$ cat src/core/srq_pkg.sv
package srq_pkg;

    // Mask and status bit positions
    localparam int BIT_OVERFLOW = 0;
    localparam int BIT_FULL = 1;
    localparam int BIT_HALF = 2;
    localparam int BIT_DONE = 3;
    localparam int BIT_READY = 4;
    localparam int BIT_ERROR = 5;
    localparam int BIT_RQS = 6;
    localparam int COND_W = 6;

    localparam logic [7:0] MASK_RESET = 8'h00;
    localparam logic [7:0] STATUS_RESET = 8'h00;
    localparam logic [5:0] COND_MASK_BITS = 6'h3f;

    // End/hold-off modes
    localparam logic [1:0] MODE_EOI_HOLD = 2'h0;
    localparam logic [1:0] MODE_HOLD = 2'h1;
    localparam logic [1:0] MODE_EOI = 2'h2;
    localparam logic [1:0] MODE_NONE = 2'h3;
    localparam logic [1:0] MODE_RESET = 2'h0;

    // Hold-off times, in ms, and cycles at 100 MHz
    localparam longint CLK_HZ = 100_000_000;
    localparam longint FUNC_MS = 160;
    localparam longint AC_FUNC_MS = 660;
    localparam longint OTHER_MS = 117;
    localparam longint FUNC_CYC = FUNC_MS * CLK_HZ / 1000;
    localparam longint AC_FUNC_CYC = AC_FUNC_MS * CLK_HZ / 1000;
    localparam longint OTHER_CYC = OTHER_MS * CLK_HZ / 1000;

    // Kind of command that sets the hold-off length
    typedef enum logic [1:0] {
        CMD_OTHER,
        CMD_FUNC,
        CMD_AC_FUNC,
        CMD_CAL
    } cmd_kind_t;

    // Live conditions from the instrument core
    typedef struct packed {
        logic error;
        logic ready;
        logic done;
        logic half;
        logic full;
        logic overflow;
    } cond_t;

endpackage : srq_pkg

$ cat src/core/bus_service_request_and_holdoff.sv
`timescale 1ns/100ps
// What this block does
// - Mask weights 1,2,4,8,16,32 pick which conditions may raise SRQ.
// - Summed weights enable several conditions; every matching bit set.
// - A mask write of zero clears all bits, no SRQ possible.
// - Power-up and device clear clear the mask.
// - Status bit 0 follows overrange input.
// - Status bit 1 set when readings reach buffer size.
// - Status bit 2 set when readings reach half buffer size.
// - Status bit 3 set when the conversion completes.
// - Status bit 4 set when all commands processed and ready.
// - Status bit 5 set on any of the error conditions.
// - Status bit 6 set when this device asserted SRQ.
// - Status bit 7 always reads zero.
// - Whole status byte frozen while a request is pending.
// - Serial poll releases SRQ and clears bit 6.
// - Illegal option sets error; SRQ with bit 6 if errors enabled.
// - Mode 0 EOI+hold, 1 hold only, 2 EOI only, 3 neither.
// - Power-up and device clear restore default mode.
// - Hold-off after execute byte handshake; NRFD held until processed.
// - Modes 0 and 1 also hold off on EOI or terminator.
// - Hold-off 160 ms function, 660 ms AC, 117 ms others, cal whole.
// - Error word read clears error bits and re-arms error SRQ.
module bus_service_request_and_holdoff #(
    parameter longint FUNC_CYC = srq_pkg::FUNC_CYC,
    parameter longint AC_FUNC_CYC = srq_pkg::AC_FUNC_CYC,
    parameter longint OTHER_CYC = srq_pkg::OTHER_CYC,
    parameter int CNT_W = 32
) (
    // Clock and reset
    input wire logic mclk_i,
    input wire logic rst_i,
    // Device clear (DCL or selected SDC), one-cycle pulse
    input wire logic dev_clear_i,
    // Mask and mode writes from the command parser
    input wire logic mask_wr_i,
    input wire logic [7:0] mask_data_i,
    input wire logic mode_wr_i,
    input wire logic [1:0] mode_data_i,
    // Live instrument conditions
    input wire srq_pkg::cond_t cond_i,
    input wire logic invalid_command_error_i,
    input wire logic invalid_option_error_i,
    input wire logic other_error_i,
    // Error word query read by the controller
    input wire logic error_word_query_i,
    // Serial poll of the status byte
    input wire logic spoll_i,
    // Command-string events
    input wire logic exec_done_i,
    input wire logic eoi_rx_i,
    input wire logic term_rx_i,
    input wire srq_pkg::cmd_kind_t cmd_kind_i,
    input wire logic cal_done_i,
    // Bus outputs
    output logic srq_o,
    output logic [7:0] status_byte_o,
    output logic eoi_enable_o,
    output logic nrfd_hold_o,
    output logic [1:0] mode_o,
    output logic [7:0] mask_o
);

    logic [7:0] mask_reg;
    logic [7:0] mask_next;
    logic [1:0] mode_reg;
    logic [1:0] mode_next;
    logic error_reg;
    logic error_next;
    logic err_srq_arm_reg;
    logic err_srq_arm_next;
    logic srq_reg;
    logic srq_next;
    logic [7:0] latch_reg;
    logic [7:0] latch_next;

    wire logic clear_all;
    wire logic err_event;
    wire logic [5:0] live_cond;
    wire logic [5:0] armed_mask;
    wire logic [5:0] hit;
    wire logic raise;
    wire logic [7:0] live_byte;
    wire logic hold_on;
    wire logic hold_trig;
    wire logic [CNT_W-1:0] hold_count;
    wire logic hold_busy;

    assign clear_all = rst_i | dev_clear_i;

    // Any error source sets the sticky error flag
    assign err_event = invalid_command_error_i | invalid_option_error_i
        | other_error_i;

    // Set wins over the read-clear of the error word
    assign error_next = err_event ? 1'b1
        : (error_word_query_i ? 1'b0 : error_reg);

    // Error SRQ fires once, then ignores later errors until an error word read re-arms it.
    // Disarm only on a real raise, so a poll cycle cannot swallow it
    assign err_srq_arm_next = error_word_query_i ? 1'b1
        : ((raise && hit[srq_pkg::BIT_ERROR]) ? 1'b0
        : err_srq_arm_reg);

    // Live condition vector in mask-bit order
    assign live_cond = {error_next, cond_i.ready, cond_i.done,
        cond_i.half, cond_i.full, cond_i.overflow};

    // Error bit only requests while armed
    assign armed_mask = {mask_reg[srq_pkg::BIT_ERROR] & err_srq_arm_reg,
        mask_reg[srq_pkg::BIT_READY:srq_pkg::BIT_OVERFLOW]};

    assign hit = live_cond & armed_mask;
    assign raise = (srq_reg == 1'b0) && (hit != 6'h00) && !spoll_i;

    // Bit 7 tied low, bit 6 set with the request
    assign live_byte = {1'b0, 1'b1, live_cond};

    // Mask write stores the summed weights bit for bit
    assign mask_next = clear_all ? srq_pkg::MASK_RESET
        : (mask_wr_i ? (mask_data_i & {2'b00, srq_pkg::COND_MASK_BITS})
        : mask_reg);

    assign mode_next = clear_all ? srq_pkg::MODE_RESET
        : (mode_wr_i ? mode_data_i : mode_reg);

    // Poll releases the line; raise only when not polled this cycle
    assign srq_next = clear_all ? 1'b0
        : (spoll_i ? 1'b0 : (raise ? 1'b1 : srq_reg));

    // Freeze the byte at request time so the poll sees its cause
    assign latch_next = clear_all ? srq_pkg::STATUS_RESET
        : (raise ? live_byte
        : (spoll_i ? {1'b0, 1'b0, latch_reg[5:0]} : latch_reg));

    // Register updates
    always_ff @(posedge mclk_i) begin
        mask_reg <= mask_next;
        mode_reg <= mode_next;
        srq_reg <= srq_next;
        latch_reg <= latch_next;
        if (clear_all) begin
            error_reg <= 1'b0;
            err_srq_arm_reg <= 1'b1;
        end else begin
            error_reg <= error_next;
            err_srq_arm_reg <= err_srq_arm_next;
        end
    end

    // Status byte: frozen copy while a request stands, else live
    assign status_byte_o = srq_reg ? latch_reg
        : {1'b0, 1'b0, error_reg, cond_i.ready, cond_i.done,
        cond_i.half, cond_i.full, cond_i.overflow};

    assign srq_o = srq_reg;
    assign mask_o = mask_reg;
    assign mode_o = mode_reg;

    // EOI in modes 0 and 2; hold-off in modes 0 and 1
    assign eoi_enable_o = (mode_reg == srq_pkg::MODE_EOI_HOLD)
        || (mode_reg == srq_pkg::MODE_EOI);
    assign hold_on = (mode_reg == srq_pkg::MODE_EOI_HOLD)
        || (mode_reg == srq_pkg::MODE_HOLD);

    // Hold-off starts after the execute byte handshake ends, or on EOI or terminator
    assign hold_trig = hold_on && !clear_all
        && (exec_done_i || eoi_rx_i || term_rx_i);

    // Length chosen from command kind; cal waits for the core
    assign hold_count = (cmd_kind_i == srq_pkg::CMD_AC_FUNC)
        ? CNT_W'(AC_FUNC_CYC)
        : ((cmd_kind_i == srq_pkg::CMD_FUNC) ? CNT_W'(FUNC_CYC)
        : CNT_W'(OTHER_CYC));

    holdoff_timer #(
        .CNT_W(CNT_W)
    ) u_timer (
        .mclk_i(mclk_i),
        .rst_i(clear_all),
        .start_i(hold_trig),
        .count_i(hold_count),
        .wait_ext_i(cmd_kind_i == srq_pkg::CMD_CAL),
        .ext_done_i(cal_done_i),
        .busy_o(hold_busy)
    );

    assign nrfd_hold_o = hold_busy;

endmodule : bus_service_request_and_holdoff

$ cat src/core/holdoff_timer.sv
`timescale 1ns/100ps
// Counts a hold-off period; cal holds until the core says done
module holdoff_timer #(
    parameter int CNT_W = 32
) (
    // Clock and reset
    input wire logic mclk_i,
    input wire logic rst_i,
    // Control
    input wire logic start_i,
    input wire logic [CNT_W-1:0] count_i,
    input wire logic wait_ext_i,
    input wire logic ext_done_i,
    // Status
    output logic busy_o
);

    logic [CNT_W-1:0] cnt_reg;
    logic ext_reg;
    logic busy_reg;

    // Count down; external wait ends only on core's done
    always_ff @(posedge mclk_i) begin
        if (rst_i) begin
            cnt_reg <= '0;
            ext_reg <= 1'b0;
            busy_reg <= 1'b0;
        end else if (start_i) begin
            cnt_reg <= count_i;
            ext_reg <= wait_ext_i;
            busy_reg <= 1'b1;
        end else if (busy_reg) begin
            if (ext_reg) begin
                busy_reg <= !ext_done_i;
            end else if (cnt_reg <= 1) begin
                busy_reg <= 1'b0;
            end else begin
                cnt_reg <= cnt_reg - 1'b1;
            end
        end
    end

    assign busy_o = busy_reg;

endmodule : holdoff_timer

$ cat config.mk
export PLATFORM = sky130hd
export DESIGN_NAME = bus_service_request_and_holdoff
export DESIGN_NICKNAME = d
export VERILOG_FILES = /design/src/core/srq_pkg.sv /design/src/core/bus_service_request_and_holdoff.sv /design/src/core/holdoff_timer.sv
export SDC_FILE = /design/constraint.sdc
export NUM_CORES = 1
export LEC_CHECK = 0
export BUFFER_PORTS_ARGS = -buffer_cell sky130_fd_sc_hd__buf_2
export CAP_MARGIN = 20
export CORE_ASPECT_RATIO = 0.5
export CORE_MARGIN = 4
export CORE_UTILIZATION = 55
export CTS_BUF_LIST = sky130_fd_sc_hd__clkbuf_4 sky130_fd_sc_hd__clkbuf_8 sky130_fd_sc_hd__clkbuf_16
export DETAILED_ROUTE_END_ITERATION = 8
export PLACE_DENSITY = 0.85
export SYNTH_ARGS = -nofsm -noshare
export SYNTH_HDL_FRONTEND = slang
export SYNTH_SLANG_ARGS = --single-unit
$ cat constraint.sdc
create_clock -name mclk_i -period 2.7 [get_ports mclk_i]
set_input_delay 0.135 -clock mclk_i [delete_from_list [all_inputs] [get_ports mclk_i]]
set_output_delay 0.135 -clock mclk_i [all_outputs]
set_load 0.02 [all_outputs]
==> results.tsv <==
stage	metric	value	unit
sta	RSZ-0062 raised after global routing	true	
route	number of detailed-route iterations in the first pass	7	
floorplanning	Ports	53	
clock_network	CTS Sinks	52	
finish	commonest non-fill, non-tap cell in the layout	dfxtp_1	
logic_synthesis	FFs w/ async S/R, synth	0	%
sta	max-slew violation count	0	
placed_design	Detailed Place HPWL	4.93	mm
logic_synthesis	post-synthesis cell type count	47	
finish	layout cell share with drive strength beyond 1	22.2	%
sta	slew margin rel.	59.4	%
clock_network	H-tree Lvls	2	
sta	Final Worst Setup Slack	99.4	ps
global_route	vias in the first global route	2437	
logic_synthesis	sequential area share after synthesis	37.9	%
clock_network	post-CTS resize count	0	
floorplanning	Initial Util	59.7	%
sta	Final setup viols	0	
setup_path	crit path DAT	2840	ps
sta	Clock Skew	9.28	ps
floorplanning	Placement Rows	17	
route	DR WL/cell	15.8	microns
floorplanning	die extent in x	108	microns
finish	Inserted Diodes	0	
route	via count	2656	
clock_network	Post-CTS Setup Inserts	0	
logic_synthesis	predominant post-synthesis flop cell	dfxtp_1	
logic_synthesis	Avg Inst Size Synth	8.44	sq um
placed_design	pre-CTS setup slack	138	ps
global_route	GRT Util Overall	22.7	%
setup_path	critical path class	flop to flop	
sta	period utilization	96.3	%
global_route	first-pass GRT wire length	11.5	mm
power	peak supply drop	0.000374	V
clock_network	Max clock buf depth	2	
setup_path	startpoint types	flop	
clock_network	clock-pin slew on the worst setup and hold paths	100	ps
floorplanning	Die H	57.9	microns
clock_network	Post-CTS Hold Buffers	0	
clock_network	clk_lat worst skew	310	ps
sta	minimum clock period	2600	ps
sta	measured slew at the worst slew-check pin	602	ps
sta	Achievable Freq	0.385	GHz
setup_path	WP data required	2940	ps
route	Antenna Nets Post-Route	0	
clock_network	clk root buf	clkbuf_8	
sta	Sum Neg Setup Slack	0	ps
hold_path	Hold WC Path Type	input port to flop	
logic_synthesis	Yosys top cell area share	37.9	%
logic_synthesis	Synth area leader	dfxtp_1	
finish	most frequent cells in the layout	52 x dfxtp_1, 46 x buf_2, 28 x nor2_1	
power	LEAKAGE	1.22	nW
floorplanning	Die Footprint	6250	sq um
run	max_cap viols	0	
global_route	total grt overflow	0	
logic_synthesis	synthesized area	2740	sq um
route	vias per cell	6.11	
global_route	largest net degree at the start of global routing	27	
clock_network	Num CTS Buffers	5	
route	drt drc	0	
finish	max FFs per register	32	
clock_network	TritonCTS clock tree	built	
placed_design	gpl congestion	0.856	
finish	Final Core Density	68.0	%
route	final wirelength	6.88	mm
logic_synthesis	number of flops mapped to enable cells by yosys	0	
placed_design	IO Port Bufs	46	
logic_synthesis	number of synthesized register bits	52	
power	power per cell area	543	nW/um^2
sta	final hold violations	0	
finish	Area Growth Syn to Fin	13.9	%
status	outcome	completed	
logic_synthesis	Ys Warns	0	
setup_path	CP max FO	11	
floorplanning	Core ar.	4590	sq um
logic_synthesis	largest cells by area after synthesis	dfxtp_1 38%, or4_1 6.0%, o31ai_1 4.7%	
route	1st-iter DRT viols	175	
finish	Layout Nets	406	
global_route	antenna violations before repair	0	
setup_path	Worst Setup End Kind	flop	
logic_synthesis	Synth Instances	325	
## logic make-up after synthesis
group | share of synthesized area (%)
DFF | 37.9
xor gates and xnor gates | 0.319
adders and majority gates | 2.74
buffers and inverters | 5.56
and+or+nand+nor | 28.6
muxes | 5.75
other | 0.137
AOI/OAI and AO/OA | 18.9
## power breakdown
group | internal (mW) | switching [mW] | leakage (nW)
registers | 0.788 | 0.0202 | 0.422
clock network | 0.275 | 0.270 | 0.0541
logic | 0.118 | 0.224 | 0.742
## stage by stage
stage | hold WS [ps] | std cells | power, mW | instance area, sq um
3_3_place_gp | 337 | 427 | 1.14 | 3010
4_1_cts | 5.52 | 435 | 1.68 | 3120
2_1_floorplan | 214 | 327 | 1.08 | 2750
5_1_grt | 4.76 | 435 | 1.77 | 3120
6_report | 3.45 | 435 | 1.69 | 3120
3_5_place_dp | 339 | 427 | 1.16 | 3010
## worst max-delay path, stage by stage (launching register included)
cell	delay, ps
dfxtp_1	350
or4_1	620
nor4_2	470
nand2_1	360
or4_1	570
a21oi_1	170
## final timing paths
path | cells past startpoint | start | end | slack (ps)
worst min register to register | 2 | latch_reg[4]$_SDFFE_PP0N_ | latch_reg[4]$_SDFFE_PP0N_ | 470
worst max register to register | 5 | u_timer.cnt_reg[8]$_SDFFE_PP0P_ | u_timer.cnt_reg[29]$_SDFFE_PP0P_ | 100
worst max-delay path | 5 | u_timer.cnt_reg[8]$_SDFFE_PP0P_ | u_timer.cnt_reg[29]$_SDFFE_PP0P_ | 100
worst min-delay path | 2 | spoll_i | srq_o$_SDFFE_PP0N_ | 3
## final cells by class
| type | count | area, sq um |
|---|---|---|
| multi-input combinational | 246 | 1560 |
| fill | 356 | 1470 |
| sequential | 52 | 1040 |
| timing repair buffer | 56 | 305 |
| tap | 66 | 82.6 |
| clock buffer | 5 | 68.8 |
| clock inverter | 3 | 42.5 |
| inverter | 7 | 26.3 |
## cell usage after synthesis, types with 4 or more instances
cell type and n:
mux2_2 6, inv_1 7, mux2i_1 9, buf_2 4, nor3_1 9, clkbuf_1 10, nand2_1 27, ha_1 6
o31ai_1 17, a21oi_1 16, o21ai_1 4, buf_4 4, dfxtp_1 52, or4_1 22, or3_1 15, a31oi_1 15
nand3_1 14, o21ai_0 10, or2_2 5, nor2_1 28
## metal layers
layer	vias to the layer above	track usage [%]	share of wire (%)
li1	1290	-	-
met1	1216	28.5	42
met2	135	40.0	47
met3	15	6.01	9.7
met4	0	4.68	1.3
met5	-	0	0
Power figures use the tool's default switching activity.
